**src/logic/smt_pkg.sv**
```systemverilog
// Purpose: shared constants and types of the serial engine and its host
// Assumes: 200 MHz single clock
// Notes:   parallel-bus indices double as host word offsets
`default_nettype none
package smt_pkg;
	// Timing
	localparam int CLK_NS        = 5;
	localparam int OSC_START_NS  = 550000;
	localparam int OSC_START_CYC = (OSC_START_NS + CLK_NS - 1) / CLK_NS;
	localparam int BUS_QTR_NS    = 625;
	localparam int BUS_QTR_CYC   = (BUS_QTR_NS + CLK_NS - 1) / CLK_NS;
	// Buffer and own address
	localparam int         BUF_DEPTH    = 68;
	localparam logic [6:0] OWN_ADDR_DEF = 7'h2A;
	// Parallel-bus register indices
	localparam logic [1:0] REG_STATUS  = 2'h0;
	localparam logic [1:0] REG_DATA    = 2'h1;
	localparam logic [1:0] REG_COUNT   = 2'h2;
	localparam logic [1:0] REG_CONTROL = 2'h3;
	// Control fields
	localparam int         CTL_AA    = 7;
	localparam int         CTL_EN    = 6;
	localparam int         CTL_STA   = 5;
	localparam int         CTL_STO   = 4;
	localparam int         CTL_SI    = 3;
	localparam int         CTL_MODE  = 0;
	localparam logic [7:0] CTL_WMASK = 8'hF1;
	localparam logic [7:0] CTL_RST   = 8'h00;
	// Count fields
	localparam int         CNT_LB   = 7;
	localparam int         CNT_BC_W = 7;
	localparam logic [7:0] CNT_RST  = 8'h00;
	// Status codes
	localparam logic [7:0] ST_START     = 8'h08;
	localparam logic [7:0] ST_A_ACK     = 8'h18;
	localparam logic [7:0] ST_A_NACK    = 8'h20;
	localparam logic [7:0] ST_D_ACK     = 8'h28;
	localparam logic [7:0] ST_D_NACK    = 8'h30;
	localparam logic [7:0] ST_LOST      = 8'h38;
	localparam logic [7:0] ST_SLA_R     = 8'hA8;
	localparam logic [7:0] ST_LOST_SLA  = 8'hB0;
	localparam logic [7:0] ST_S_ACK     = 8'hB8;
	localparam logic [7:0] ST_S_NACK    = 8'hC0;
	localparam logic [7:0] ST_S_LAST    = 8'hC8;
	localparam logic [7:0] ST_IDLE      = 8'hF8;
	// Host Avalon byte offsets
	localparam int         HA_W      = 5;
	localparam logic [4:0] H_STAT    = 5'h10;
	localparam logic [4:0] H_INIT    = 5'h14;
	localparam logic [4:0] H_RESP    = 5'h18;
	localparam int         HST_IRQ   = 0;
	localparam int         HST_MATCH = 1;
	// States
	typedef enum logic [2:0] {
		M_IDLE = 3'b000, M_START = 3'b001, M_HOLD = 3'b011,
		M_BIT = 3'b010, M_STOP = 3'b110
	} smt_mst_t;
	typedef enum logic [2:0] {
		S_IDLE = 3'b000, S_ADDR = 3'b001, S_ACK = 3'b011, S_WAIT = 3'b010,
		S_TX = 3'b110, S_RACK = 3'b111, S_DONE = 3'b101
	} smt_slv_t;
	typedef enum logic [1:0] {
		H_IDLE = 2'b00, H_PB = 2'b01, H_CAP = 2'b11, H_DONE = 2'b10
	} smt_hst_t;
endpackage
`default_nettype wire

```
**src/logic/smt_pbus_if.sv**
```systemverilog
// Purpose: parallel bus between host end and serial engine
// Assumes: one clock, strobes are one-cycle pulses
// Notes:   int_n is active low
`timescale 1ns/100ps
`default_nettype none
interface smt_pbus_if;
	logic [1:0] addr;
	logic       wr;
	logic       rd;
	logic [7:0] wdata;
	logic [7:0] rdata;
	logic       int_n;
	modport dev  (input addr, wr, rd, wdata, output rdata, int_n);
	modport host (output addr, wr, rd, wdata, input rdata, int_n);
endinterface
`default_nettype wire

```
**src/logic/smt_device.sv**
```systemverilog
// Purpose: serial engine, slave transmitter and buffered master transmitter
// Assumes: pins synchronous to mclk_i; open-drain via output enables
// Notes:   receiver modes and general-call receive are not built
//
// Overview of operation
// - Own address read acked: flag, A8h
// - Lost arbitration then read-addressed: B0h
// - Slave byte acked: B8h, wait host
// - Ack enable at load picks last byte
// - C0h/C8h with AA 0: not addressed
// - C0h/C8h with AA 1: address again
// - Start request sends START when bus free
// - Host answers slave with mode 0
// - Host initialises control for buffered send
// - Wait oscillator start after enable
// - AA 0 never acks own address
// - Start request: START then 08h
// - Host loads count bytes, address byte included
// - Byte count in bits 6..0
// - Last-byte bit ignored when sending
// - Control write clears flag, interrupt
// - Address acked, count one: 18h
// - Address not acked: 20h
// - All bytes acked: 28h
// - Data byte not acked: 30h
// - Arbitration lost sending: 38h
// - Not addressed: bus left released
//
// Decided for this implementation: the Avalon-MM register port and the register addresses.
`timescale 1ns/100ps
`default_nettype none
module smt_device
	import smt_pkg::*;
#(
	parameter int         OSC_CYC  = OSC_START_CYC,
	parameter int         QTR_CYC  = BUS_QTR_CYC,
	parameter int         DEPTH    = BUF_DEPTH,
	parameter logic [6:0] OWN_ADDR = OWN_ADDR_DEF
)(
	// Clock and reset
	input  wire logic mclk_i,
	input  wire logic arst_n_i,
	// Parallel bus
	smt_pbus_if.dev   pb,
	// Serial clock pin
	input  wire logic scl_i,
	output logic      scl_o,
	output logic      scl_oe_o,
	// Serial data pin
	input  wire logic sda_i,
	output logic      sda_o,
	output logic      sda_oe_o
);
	localparam int OW = $clog2(OSC_CYC + 1);
	localparam int PW = $clog2(DEPTH);

	logic [7:0]    ctl_q, cnt_q, stat_q;
	logic          si_q;
	logic [OW-1:0] osc_q;
	logic [7:0]    buf_q [DEPTH];
	logic [PW-1:0] wptr_q, mptr_q;
	logic          scl_q, sda_q, busy_q;
	smt_mst_t      m_q;
	logic [1:0]    ph_q;
	logic [3:0]    mbit_q;
	logic [7:0]    msh_q, m_code_q;
	logic          m_scl_low_q, m_sda_low_q, m_ev_q, nack_q, lost_addr_q;
	smt_slv_t      s_q;
	logic [3:0]    sbit_q;
	logic [7:0]    ssh_q, s_code_q;
	logic          s_scl_low_q, s_sda_low_q, s_ev_q, saa_q, snack_q;
	logic          slost_q;

	////////////////////////////////////////////////////////////////////////
	// Decode
	wire logic       wr_ctl, wr_dat, wr_cnt, act, ready, tick;
	wire logic       scl_rise, scl_fall, start_det, stop_det;
	wire logic       free_start, addr_done, stop_done, last, ev, si_d;
	wire logic [7:0] ev_code, rd_val;
	wire logic [PW-1:0] mnext;
	assign wr_ctl = pb.wr && (pb.addr == REG_CONTROL);
	assign wr_dat = pb.wr && (pb.addr == REG_DATA);
	assign wr_cnt = pb.wr && (pb.addr == REG_COUNT);
	assign ready = (osc_q == OW'(OSC_CYC));
	assign act   = ctl_q[CTL_EN] && ready;
	assign scl_rise  = scl_i && !scl_q;
	assign scl_fall  = !scl_i && scl_q;
	assign start_det = scl_i && scl_q && sda_q && !sda_i;
	assign stop_det  = scl_i && scl_q && !sda_q && sda_i;
	assign free_start = act && ctl_q[CTL_STA] && !busy_q && !si_q;
	assign addr_done  = (s_q == S_ADDR) && scl_rise && (sbit_q == 4'h7);
	assign stop_done  = (m_q == M_STOP) && tick && (ph_q == 2'h3);
	assign mnext = mptr_q + 1'b1;
	// count from low seven bits; last-byte bit unused
	assign last = ({1'b0, mnext} >= cnt_q[CNT_BC_W-1:0]);
	assign ev      = m_ev_q || s_ev_q;
	assign ev_code = m_ev_q ? m_code_q : s_code_q;
	// control write clears flag; event wins over the clear
	assign si_d = ev || (si_q && !wr_ctl);
	assign rd_val = (pb.addr == REG_STATUS) ? stat_q :
		(pb.addr == REG_DATA) ? buf_q[0] :
		(pb.addr == REG_COUNT) ? cnt_q :
		{ctl_q[7:4], si_q, ctl_q[2:0]};
	assign scl_o = 1'b0;
	assign sda_o = 1'b0;

	smt_tick #(
		.DIV      (QTR_CYC)
	) smt_tick_inst (
		.mclk_i   (mclk_i),
		.arst_n_i (arst_n_i),
		.en_i     ((m_q != M_IDLE) && (m_q != M_HOLD)),
		.tick_o   (tick)
	);

	////////////////////////////////////////////////////////////////////////
	// Registers, flag and interrupt
	always_ff @(posedge mclk_i or negedge arst_n_i)
	begin
		if (!arst_n_i)
		begin
			ctl_q    <= CTL_RST;
			cnt_q    <= CNT_RST;
			stat_q   <= ST_IDLE;
			si_q     <= 1'b0;
			pb.int_n <= 1'b1;
			pb.rdata <= 8'h00;
			osc_q    <= '0;
			wptr_q   <= '0;
		end
		else
		begin
			if (wr_ctl)
				ctl_q <= pb.wdata & CTL_WMASK;
			else if (stop_done)
				ctl_q[CTL_STO] <= 1'b0;
			if (wr_cnt)
				cnt_q <= pb.wdata;
			// status changes only on an event
			if (ev)
				stat_q <= ev_code;
			si_q     <= si_d;
			pb.int_n <= !si_d;
			if (pb.rd)
				pb.rdata <= rd_val;
			osc_q <= !ctl_q[CTL_EN] ? '0 : (ready ? osc_q : osc_q + 1'b1);
			if (ev)
				wptr_q <= '0;
			else if (wr_dat && ctl_q[CTL_MODE] && wptr_q < PW'(DEPTH - 1))
				wptr_q <= wptr_q + 1'b1;
		end
	end

	// Buffer holds no reset; contents are valid only once loaded
	always_ff @(posedge mclk_i)
	begin
		if (wr_dat)
			buf_q[wptr_q] <= pb.wdata;
	end

	////////////////////////////////////////////////////////////////////////
	// Pin sampling and drive
	always_ff @(posedge mclk_i or negedge arst_n_i)
	begin
		if (!arst_n_i)
		begin
			scl_q    <= 1'b1;
			sda_q    <= 1'b1;
			busy_q   <= 1'b0;
			scl_oe_o <= 1'b0;
			sda_oe_o <= 1'b0;
		end
		else
		begin
			scl_q    <= scl_i;
			sda_q    <= sda_i;
			busy_q   <= act && (start_det || (busy_q && !stop_det));
			scl_oe_o <= m_scl_low_q || s_scl_low_q;
			sda_oe_o <= m_sda_low_q || s_sda_low_q;
		end
	end

	////////////////////////////////////////////////////////////////////////
	// Buffered master transmitter, four ticks per bit
	always_ff @(posedge mclk_i or negedge arst_n_i)
	begin
		if (!arst_n_i)
		begin
			m_q <= M_IDLE;
			{ph_q, mbit_q, mptr_q, msh_q, m_code_q} <= '0;
			{m_scl_low_q, m_sda_low_q, m_ev_q, nack_q, lost_addr_q} <= '0;
		end
		else
		begin
			m_ev_q <= 1'b0;
			if (addr_done)
				lost_addr_q <= 1'b0;
			if (!act)
			begin
				m_q         <= M_IDLE;
				m_scl_low_q <= 1'b0;
				m_sda_low_q <= 1'b0;
			end
			else
			case (m_q)
			M_IDLE:
				if (free_start)
				begin
					m_q  <= M_START;
					ph_q <= 2'h0;
				end
			M_START:
				if (tick)
				case (ph_q)
				2'h0: {m_sda_low_q, ph_q} <= {1'b0, 2'h1};
				2'h1: {m_scl_low_q, ph_q} <= {1'b0, 2'h2};
				2'h2:
					if (scl_i && sda_i)
						{m_sda_low_q, ph_q} <= {1'b1, 2'h3};
				default:
				begin
					m_scl_low_q <= 1'b1;
					m_ev_q      <= 1'b1;
					m_code_q    <= ST_START;
					m_q         <= M_HOLD;
					ph_q        <= 2'h0;
				end
				endcase
			M_HOLD:
				if (wr_ctl)
				begin
					ph_q <= 2'h0;
					if (pb.wdata[CTL_STO])
						m_q <= M_STOP;
					else if (pb.wdata[CTL_STA] && stat_q != ST_START)
						m_q <= M_START;
					else
					begin
						m_q    <= M_BIT;
						mptr_q <= '0;
						mbit_q <= 4'h0;
						msh_q  <= buf_q[0];
					end
				end
			M_BIT:
				if (tick)
				case (ph_q)
				2'h0:
				begin
					m_sda_low_q <= (mbit_q == 4'h8) ? 1'b0 : !msh_q[7];
					ph_q        <= 2'h1;
				end
				2'h1: {m_scl_low_q, ph_q} <= {1'b0, 2'h2};
				2'h2:
					if (scl_i)
					begin
						ph_q   <= 2'h3;
						nack_q <= sda_i;
						if (mbit_q != 4'h8 && !m_sda_low_q && !sda_i)
						begin
							m_q         <= M_IDLE;
							m_sda_low_q <= 1'b0;
							lost_addr_q <= (mptr_q == '0);
							m_ev_q      <= (mptr_q != '0);
							m_code_q    <= ST_LOST;
						end
					end
				default:
				begin
					m_scl_low_q <= 1'b1;
					ph_q        <= 2'h0;
					if (mbit_q != 4'h8)
					begin
						mbit_q <= mbit_q + 1'b1;
						msh_q  <= {msh_q[6:0], 1'b0};
					end
					else if (nack_q || last)
					begin
						m_q         <= M_HOLD;
						m_sda_low_q <= 1'b1;
						m_ev_q      <= 1'b1;
						if (nack_q)
							m_code_q <= (mptr_q == '0) ? ST_A_NACK : ST_D_NACK;
						else
							m_code_q <= (mptr_q == '0) ? ST_A_ACK : ST_D_ACK;
					end
					else
					begin
						mbit_q <= 4'h0;
						mptr_q <= mnext;
						msh_q  <= buf_q[mnext];
					end
				end
				endcase
			M_STOP:
				if (tick)
				case (ph_q)
				2'h0: {m_sda_low_q, ph_q} <= {1'b1, 2'h1};
				2'h1: {m_scl_low_q, ph_q} <= {1'b0, 2'h2};
				2'h2:
					if (scl_i)
						{m_sda_low_q, ph_q} <= {1'b0, 2'h3};
				default: m_q <= M_IDLE;
				endcase
			default: m_q <= M_IDLE;
			endcase
		end
	end

	////////////////////////////////////////////////////////////////////////
	// Slave transmitter, driven by bus edges
	always_ff @(posedge mclk_i or negedge arst_n_i)
	begin
		if (!arst_n_i)
		begin
			s_q <= S_IDLE;
			{sbit_q, ssh_q, s_code_q} <= '0;
			{s_scl_low_q, s_sda_low_q, s_ev_q, saa_q, snack_q, slost_q} <= '0;
		end
		else
		begin
			s_ev_q <= 1'b0;
			if (!act || stop_det || start_det)
			begin
				s_q         <= (act && start_det) ? S_ADDR : S_IDLE;
				sbit_q      <= 4'h0;
				s_scl_low_q <= 1'b0;
				s_sda_low_q <= 1'b0;
			end
			else
			case (s_q)
			S_ADDR:
				if (scl_rise)
				begin
					ssh_q  <= {ssh_q[6:0], sda_i};
					sbit_q <= sbit_q + 1'b1;
					if (sbit_q == 4'h7)
					begin
						slost_q <= lost_addr_q;
						sbit_q  <= 4'h0;
						if (ssh_q[6:0] == OWN_ADDR && sda_i &&
							ctl_q[CTL_AA] && m_q != M_BIT)
							s_q <= S_ACK;
						else
						begin
							s_q      <= S_DONE;
							s_ev_q   <= lost_addr_q;
							s_code_q <= ST_LOST;
						end
					end
				end
			S_ACK:
				if (scl_fall)
				begin
					s_sda_low_q <= (sbit_q == 4'h0);
					sbit_q      <= 4'h1;
					if (sbit_q != 4'h0)
					begin
						s_scl_low_q <= 1'b1;
						s_ev_q      <= 1'b1;
						s_code_q    <= slost_q ? ST_LOST_SLA : ST_SLA_R;
						s_q         <= S_WAIT;
					end
				end
			S_WAIT:
				if (wr_ctl)
				begin
					saa_q       <= pb.wdata[CTL_AA];
					ssh_q       <= buf_q[0];
					s_sda_low_q <= !buf_q[0][7];
					s_scl_low_q <= 1'b0;
					sbit_q      <= 4'h0;
					s_q         <= S_TX;
				end
			S_TX:
				if (scl_fall)
				begin
					sbit_q      <= sbit_q + 1'b1;
					ssh_q       <= {ssh_q[6:0], 1'b0};
					s_sda_low_q <= (sbit_q == 4'h7) ? 1'b0 : !ssh_q[6];
					if (sbit_q == 4'h7)
						s_q <= S_RACK;
				end
			S_RACK:
				if (scl_rise)
					snack_q <= sda_i;
				else if (scl_fall)
				begin
					s_ev_q <= 1'b1;
					if (!snack_q && saa_q)
					begin
						s_code_q    <= ST_S_ACK;
						s_scl_low_q <= 1'b1;
						s_q         <= S_WAIT;
					end
					else
					begin
						s_code_q <= snack_q ? ST_S_NACK : ST_S_LAST;
						s_q      <= S_DONE;
					end
				end
			S_IDLE, S_DONE: s_q <= s_q;
			default: s_q <= S_IDLE;
			endcase
		end
	end
endmodule
`default_nettype wire

```
**src/logic/smt_tick.sv**
```systemverilog
// Purpose: quarter-bit enable divider
// Assumes: DIV of at least 2
// Notes:   restarts whenever en_i drops
`timescale 1ns/100ps
`default_nettype none
module smt_tick #(
	parameter int DIV = 4
)(
	// Clock and reset
	input  wire logic mclk_i,
	input  wire logic arst_n_i,
	// Control
	input  wire logic en_i,
	// Enable pulse
	output logic      tick_o
);
	localparam int CW = $clog2(DIV + 1);
	logic [CW-1:0] cnt_q;
	wire logic     wrap;
	assign wrap = (cnt_q == CW'(DIV - 1));
	always_ff @(posedge mclk_i or negedge arst_n_i)
	begin
		if (!arst_n_i)
		begin
			cnt_q  <= '0;
			tick_o <= 1'b0;
		end
		else
		begin
			cnt_q  <= (!en_i || wrap) ? '0 : cnt_q + 1'b1;
			tick_o <= en_i && wrap;
		end
	end
endmodule
`default_nettype wire

```
**src/flat_wrapper.sv**
```systemverilog
// flat-port wrapper written by rule: the top's interface ports become plain ports
module smt_device_flat import smt_pkg::*;
#(
	parameter int         OSC_CYC  = OSC_START_CYC,
	parameter int         QTR_CYC  = BUS_QTR_CYC,
	parameter int         DEPTH    = BUF_DEPTH,
	parameter logic [6:0] OWN_ADDR = OWN_ADDR_DEF
)
  (mclk_i, arst_n_i, scl_i, scl_o, scl_oe_o, sda_i, sda_o, sda_oe_o, pb_addr, pb_wr, pb_rd, pb_wdata, pb_rdata, pb_int_n);
  smt_pbus_if pb_i ();
  input  wire logic mclk_i;
  input  wire logic arst_n_i;
  input  wire logic scl_i;
  output logic scl_o;
  output logic scl_oe_o;
  input  wire logic sda_i;
  output logic sda_o;
  output logic sda_oe_o;
  input wire logic [$bits(pb_i.addr)-1:0] pb_addr;
  input wire logic [$bits(pb_i.wr)-1:0] pb_wr;
  input wire logic [$bits(pb_i.rd)-1:0] pb_rd;
  input wire logic [$bits(pb_i.wdata)-1:0] pb_wdata;
  output wire logic [$bits(pb_i.rdata)-1:0] pb_rdata;
  output wire logic [$bits(pb_i.int_n)-1:0] pb_int_n;
  assign pb_i.addr = pb_addr;
  assign pb_i.wr = pb_wr;
  assign pb_i.rd = pb_rd;
  assign pb_i.wdata = pb_wdata;
  assign pb_rdata = pb_i.rdata;
  assign pb_int_n = pb_i.int_n;
  smt_device #(.OSC_CYC(OSC_CYC), .QTR_CYC(QTR_CYC), .DEPTH(DEPTH), .OWN_ADDR(OWN_ADDR)) u_core (.mclk_i(mclk_i), .arst_n_i(arst_n_i), .pb(pb_i), .scl_i(scl_i), .scl_o(scl_o), .scl_oe_o(scl_oe_o), .sda_i(sda_i), .sda_o(sda_o), .sda_oe_o(sda_oe_o));
endmodule
```
**config.mk**
```make
export PLATFORM = sky130hd
export DESIGN_NAME = smt_device_flat
export DESIGN_NICKNAME = d
export VERILOG_FILES = /design/src/logic/smt_pkg.sv /design/src/logic/smt_pbus_if.sv /design/src/logic/smt_device.sv /design/src/logic/smt_tick.sv /design/src/flat_wrapper.sv
export SDC_FILE = /design/constraint.sdc
export NUM_CORES = 1
export LEC_CHECK = 0
export BUFFER_PORTS_ARGS = -buffer_cell sky130_fd_sc_hd__clkbuf_2
export CORE_ASPECT_RATIO = 1.2
export CORE_MARGIN = 2
export CORE_UTILIZATION = 50
export DETAILED_ROUTE_END_ITERATION = 16
export PLACE_DENSITY = 0.65
export SLEW_MARGIN = 10
export SYNTH_ARGS = -nofsm -noshare
export SYNTH_HDL_FRONTEND = slang
export SYNTH_SLANG_ARGS = --single-unit
```
**constraint.sdc**
```tcl
create_clock -name mclk_i -period 7 [get_ports mclk_i]
set_input_delay 0.7 -clock mclk_i [delete_from_list [all_inputs] [get_ports mclk_i]]
set_output_delay 0.7 -clock mclk_i [all_outputs]
set_load 0.02 [all_outputs]
```
## After elaboration in Yosys (flattened, before gate mapping)

Memory sizes are Yosys's and may differ from the RTL's.
Index checks and enable logic that the tools add are counted.

- Memories: 1
- Latch bits: 0
- ROM bits: 0
- Input bits: 16
- Memory bits (writable): 544
- Output and inout bits: 13
- Register bits after elaboration: 133

Memories:

| name | depth | width | rd ports | clocked after memory_dff | wr ports | RTL line | text |
|---|---|---|---|---|---|---|---|
| u_core.buf_q | 68 | 8 | 2 | 0 | 1 | smt_device.sv:60 | `logic [7:0] buf_q [DEPTH];` |

- Shift operators: 0
- Bitwise operators: 1
- Add/sub/neg operators: 6
- $lt $le $gt $ge: 2
- $mul: 0
- Reductions and logical operators: 100
- Div/mod/pow operators: 0
- Multiplexer cells: 173
- Equal/unequal tests: 89

Operator list:

| operator | number |
|---|---|
| two-way mux 8 bit | 27 |
| two-way mux 7 bit | 13 |
| two-way mux 3 bit | 25 |
| two-way mux 4 bit | 14 |
| two-way mux 1 bit | 55 |
| inequality test 3 bit, second input constant | 16 |
| one-hot mux 8 bit (2 select lines) | 3 |
| inequality test 4 bit, second input constant | 11 |
| logical AND 1 bit | 34 |
| two-way mux 17 bit | 2 |
| inequality test 2 bit, second input constant | 14 |
| AND reduction 9 bit | 3 |
| inequality test 3 x 1 -> 1 bit, second input constant | 8 |
| one-hot mux 8 bit (3 select lines) | 1 |
| adder 7 x 1 -> 7 bit, second input constant | 3 |
| inequality test 3 x 2 -> 1 bit, second input constant | 7 |
| one-hot mux 7 bit (3 select lines) | 1 |
| AND reduction 10 bit | 2 |
| AND reduction 5 bit | 4 |
| inequality test 2 x 1 -> 1 bit, second input constant | 9 |
| one-hot mux 2 bit (3 select lines) | 3 |
| one-hot mux 3 bit (6 select lines) | 1 |
| adder 17 x 1 -> 17 bit, second input constant | 1 |
| == test 17 bit, second input constant | 1 |
| other kinds (45) | 113 |

## Depth between registers and ports, before layout

- Depth in word-level cells: 11
- Gate-level depth with buffers: 14
- Depth with buffers taken out: 12

## Cells and area by module

From an unflattened synthesis, not the netlist that was laid out.

- Cells, all modules: 1,772
- Area, all modules: 28,096.9 um^2

Modules (own cells, without submodules):

| module | instances | seq. area each (um^2) | cells each | area an instance (um^2) |
|---|---|---|---|---|
| smt_device | 1 | 19,198.4 | 1,735 | 27,719.1 |
| smt_tick | 1 | 200.2 | 37 | 377.9 |

## Worst setup path before layout

Ideal clock, no wire load.

- Path kind: register to register
- Start point: register u_core.mptr_q[0]
- End point: register u_core.msh_q[6]
- Slack: 3.545 ns
- Arrival: 3.375 ns
- Required time: 6.920 ns
- Library setup time: 0.080 ns
- Stages on the path, launching flop included: 14
- Cell sequence: dfrtp_1 > clkbuf_1 > buf_4 > inv_1 > nor3_1 > xnor2_1 > inv_1 > ha_1 > a21oi_1 > o211ai_1 > a21o_2 > or4_4 > or4_1 > o211ai_2

- Word-level cells in the longest chain between the ends: 7

Ends and longest elaborated chain:

| what | RTL line | text |
|---|---|---|
| from (decl) | smt_device.sv:61 | `logic [PW-1:0] wptr_q, mptr_q;` |
| from (signal assigned) | smt_device.sv:290 | `mptr_q <= mnext;` |
| adder 7 x 1 -> 7 bit (*) | smt_device.sv:93 | `assign mnext = mptr_q + 1'b1;` |
| memory (68 x 8 bit) | -- |  |
| two-way mux 8 bit | smt_device.sv:277 | `else if (nack_q \|\| last)` |
| two-way mux 8 bit | smt_device.sv:272 | `if (mbit_q != 4'h8)` |
| two-way mux 8 bit | smt_device.sv:247 | `case (ph_q)` |
| two-way mux 8 bit | smt_device.sv:246 | `if (tick)` |
| one-hot mux 8 bit (2 select lines) | smt_device.sv:205 | `case (m_q)` |
| to (signal assigned) | smt_device.sv:242 | `msh_q <= buf_q[0];` |
| to (signal assigned) | smt_device.sv:275 | `msh_q <= {msh_q[6:0], 1'b0};` |
| to (signal assigned) | smt_device.sv:291 | `msh_q <= buf_q[mnext];` |
| to (decl) | smt_device.sv:66 | `logic [7:0] msh_q, m_code_q;` |

Mark *: on every way between the ends. The rest lies on a longest branch, timed or not. The select of a mux whose other input is x is not followed.
A chain may end at the register's enable or synchronous reset.

## Worst setup path in the final report

- Start point: register u_core.mptr_q[0]
- End point: register u_core.msh_q[0]

The elaborated chain is that of the path after synthesis.

==> impl_summary.log <==
INFO  metric maxSlewHeadroom = 21.2%
INFO  metric yosysTopAreaCell = sky130_fd_sc_hd__edfxtp_1
INFO  metric synth-warning-count = 0
INFO  metric total_standard_cell_area_after_synthesis = ~28000 um^2
INFO  metric power.net_switching = between 1.5 and 2 mW
INFO  metric htree_levels = 3
INFO  metric grt_first_pass_wirelength = roughly 99000 um
INFO  metric internal_power = 6.40 mW
INFO  metric power.density_cell_area = around 260 nW/um^2
INFO  metric timing_max_transition_violations_final = 0
INFO  metric maxClockFrequency = ~220 MHz
INFO  metric drt_pass1_iterations = 5
INFO  metric worstSetupStartpointType = register
INFO  metric p_comb_share = approximately 3.2%
INFO  metric cp_max_fo = 30
INFO  metric top_level_ports = 29
INFO  metric avgSynthCellArea = about 16 um^2
INFO  metric floorplan.die.width = between 200 and 250 um
INFO  metric rsz_0062_raised_after_global_routing = false
INFO  metric setup_viol_count_final = 0
INFO  metric antennaDiodeCount = 0
INFO  metric status = finished, final reports clean
INFO  metric min_delay_path_class = input pin to async pin
INFO  metric post_synthesis_cells = 1796
INFO  metric fin_worst_skew = a little under 0.03 ns
INFO  metric post-route-period-util = between 60 and 70%
INFO  metric cts_root_buffer = sky130_fd_sc_hd__clkbuf_16
INFO  metric worst_setup_hold_path_clk_slew = about 0.060 ns
INFO  metric synth_most_common_cell = sky130_fd_sc_hd__edfxtp_1
INFO  metric route.detailed.wl_per_inst = 25.3 um
INFO  metric cts-hold-fix-buffers = 0
INFO  metric clock_tree_from_tritoncts = built
INFO  metric synth.area.top_cells = sky130_fd_sc_hd__edfxtp_1, sky130_fd_sc_hd__mux4_2, sky130_fd_sc_hd__dfrtp_1
INFO  metric routed_wirelength = approximately 66000 um
INFO  metric track_usage = a little under a quarter
INFO  metric finish.net_count = roughly 1900
INFO  metric synth_edf_count = between 500 and 600
INFO  metric die_height = 264 um
INFO  metric worst_setup_path_end_kind = register
INFO  metric totalPowerFinal = between 8 and 9 mW
INFO  metric cts_num_sinks = 666
INFO  metric fp.dieArea = approximately 58000 um^2
INFO  metric synth_largest_type_area_fraction = between 50% and 60%
INFO  metric crit_required = between 7 and 8 ns
INFO  metric final_hold_viol_count = 0
INFO  metric clk_path_buf_depth = 3
INFO  metric drive_above_1_share = between 15 and 20%
INFO  metric r2r_cells = 10
INFO  metric skew_pair_late_insertion_delay = a little over 0.6 ns
INFO  metric synth_seq_area_share = between 60% and 70%
INFO  metric timing_worst_slew_pin_value = around 1.2 ns
INFO  metric worstPathArrival = ~5.2 ns
INFO  metric drt_drc_violations_left = 0
INFO  metric worstSetupPathType = register to register
INFO  metric floorplan.initialDensity = 50.4%
INFO  metric dpl_cell_area = slightly below 30000 um^2
INFO  metric placement_rows = between 90 and 100
INFO  metric vdd.ir_drop.worst = roughly 0.16 mV
INFO  metric routed_via_density = approximately 6.0
INFO  metric postLayoutCellArea = between 30000 and 40000 um^2
INFO  metric netSwitchingFraction = roughly a fifth
INFO  metric synth_async_sr_flop_share = a little under a fifth
INFO  metric post_synth_top_cells = sky130_fd_sc_hd__edfxtp_1, sky130_fd_sc_hd__nand2_1, sky130_fd_sc_hd__nor2_1, sky130_fd_sc_hd__mux4_2, sky130_fd_sc_hd__dfrtp_1
INFO  metric cts_setup_buffers = 0
INFO  metric fin_setup_tns = 0 ns
INFO  metric grt_remaining_overflow = 0
INFO  metric flow.area_growth_from_synthesis = 10.5%
INFO  metric number_of_antenna_violations_at_the_first_check_in_global_routing = 0
INFO  metric clock_power_share = 42.8%
INFO  metric timing.max_cap.violations = 0
INFO  metric hpwl = 41000 um
INFO  metric pin_count_of_the_biggest_net_entering_global_routing = 73
INFO  metric vias = 15700
INFO  metric post_synth_num_cell_types = 80
INFO  metric finalWeightedCongestion = ~0.91
INFO  metric cts_buffers = 67
INFO  metric fin_crit = 4.64 ns
INFO  metric cellLeakagePower = ~11 nW
INFO  metric yosys_register_bits = 666
INFO  metric grt_pass1_vias = ~16000
INFO  metric sequential_share_of_power = between 50% and 60%
INFO  metric ctsResizeCount = 0
INFO  metric dominantRegCellSynth = sky130_fd_sc_hd__edfxtp_1
INFO  metric core_area = approximately 56000 um^2
INFO  metric drt_iter0_drc = around 1500
INFO  metric port_buf_inserts = 26
INFO  metric detail-route-antenna-nets = 0
worst max-delay path, stage by stage, from the launching register on:
cell and delay, ns:
sky130_fd_sc_hd__dfrtp_4 0.79, sky130_fd_sc_hd__buf_4 0.57, sky130_fd_sc_hd__nand3_1 0.29, sky130_fd_sc_hd__xor2_1 0.56, sky130_fd_sc_hd__inv_2 0.23, sky130_fd_sc_hd__ha_1 0.35, sky130_fd_sc_hd__and4_1 0.21, sky130_fd_sc_hd__a21o_2 0.27
sky130_fd_sc_hd__or4_4 0.59, sky130_fd_sc_hd__or4_1 0.55, sky130_fd_sc_hd__o211ai_1 0.10
cells in the final DEF, fill, tap and decap left out, drive strengths merged, types with 10 or more instances in the layout:
| cell | count |
|---|---|
| nor2b | 10 |
| a22oi | 14 |
| nand3 | 45 |
| mux2i | 46 |
| mux2 | 32 |
| xnor2 | 17 |
| and2 | 17 |
| o22ai | 23 |
| inv | 39 |
| ha | 24 |
| clkinv | 27 |
| xor2 | 12 |
| buf | 20 |
| and3 | 10 |
| nand2 | 203 |
| o21ai | 62 |
| edfxtp | 544 |
| mux4 | 137 |
| nor3 | 17 |
| a21oi | 45 |
| clkbuf | 109 |
| nor2 | 150 |
| dfrtp | 114 |
cell type report:
| class | instances | area [um^2] |
|---|---|---|
| repair buffers | 45 | 288 |
| well taps | 727 | 910 |
| clock inverters | 37 | 318 |
| multi-input cells | 1003 | 8260 |
| inverters | 38 | 143 |
| fillers | 4393 | 24700 |
| flip-flops and latches | 666 | 19400 |
| clock buffers | 84 | 1800 |
kinds of logic after synthesis:
logic type      after synthesis  share of synthesized area (%)
simple gates                522                           8.65
xor+xnor                     29                          0.928
fa+ha+maj                    24                           1.07
other cells                   1                         0.0133
mux                         215                           13.9
buf+inv                     128                           1.91
compound gates              211                           4.69
flops                       666                           68.9
routing by layer:
metal	track usage [%]	wire length [um]	vias up	part of all wire, %
met5	0	0	-	0
met4	9.73	2460	0	3.7
met3	3.29	3560	120	5.4
met2	38.4	33700	522	51
met1	30.4	26000	8116	40
li1	-	-	6961	-
power by group through the flow:
stage | Sequential (mW) | Combinational (mW) | Clock [mW]
floorplan | 4.46 | 0.132 | 0
global placement | 4.48 | 0.254 | 0
detailed placement | 4.48 | 0.263 | 0
CTS | 4.40 | 0.264 | 3.54
global route | 4.40 | 0.289 | 3.71
finish | 4.40 | 0.259 | 3.48
per-stage QoR:
step | setup WS, ns | utilization (%) | hold slack, ns | cells
after floorplan | 3.54 | - | 0.404 | 1797
after global routing | 2.09 | 55.7 | 0.158 | 2600
after global placement | 2.46 | 51.9 | 0.478 | 2479
final | 2.36 | 55.7 | 0.103 | 2600
after CTS | 2.38 | 55.7 | 0.123 | 2600
after detailed placement | 2.39 | 51.9 | 0.482 | 2479
final timing paths:
check                      slack [ns]                to                from
min reg2reg                      0.49   u_core.scl_oe_o  u_core.m_scl_low_q
min in group mclk_i              0.33      u_core.scl_q               scl_i
min                              0.10     u_core.s_q[2]            arst_n_i
max                              2.36   u_core.msh_q[0]    u_core.mptr_q[0]
max in group asynchronous        5.37  u_core.mptr_q[0]            arst_n_i
max reg2reg                      2.36   u_core.msh_q[0]    u_core.mptr_q[0]
registers in the layout, indices dropped and copies added (netlist names), 4 cells and up:
name,flops
u_core.buf_q,544
u_core.cnt_q,8
u_core.ctl_q,5
u_core.mbit_q,4
u_core.mptr_q,7
u_core.msh_q,8
u_core.osc_q,17
u_core.pb.rdata,8
u_core.s_code_q,5
u_core.sbit_q,4
u_core.smt_tick_inst.cnt_q,7
u_core.ssh_q,7
u_core.stat_q,5
u_core.wptr_q,7
No activity file was read; power rests on OpenSTA's default activity.
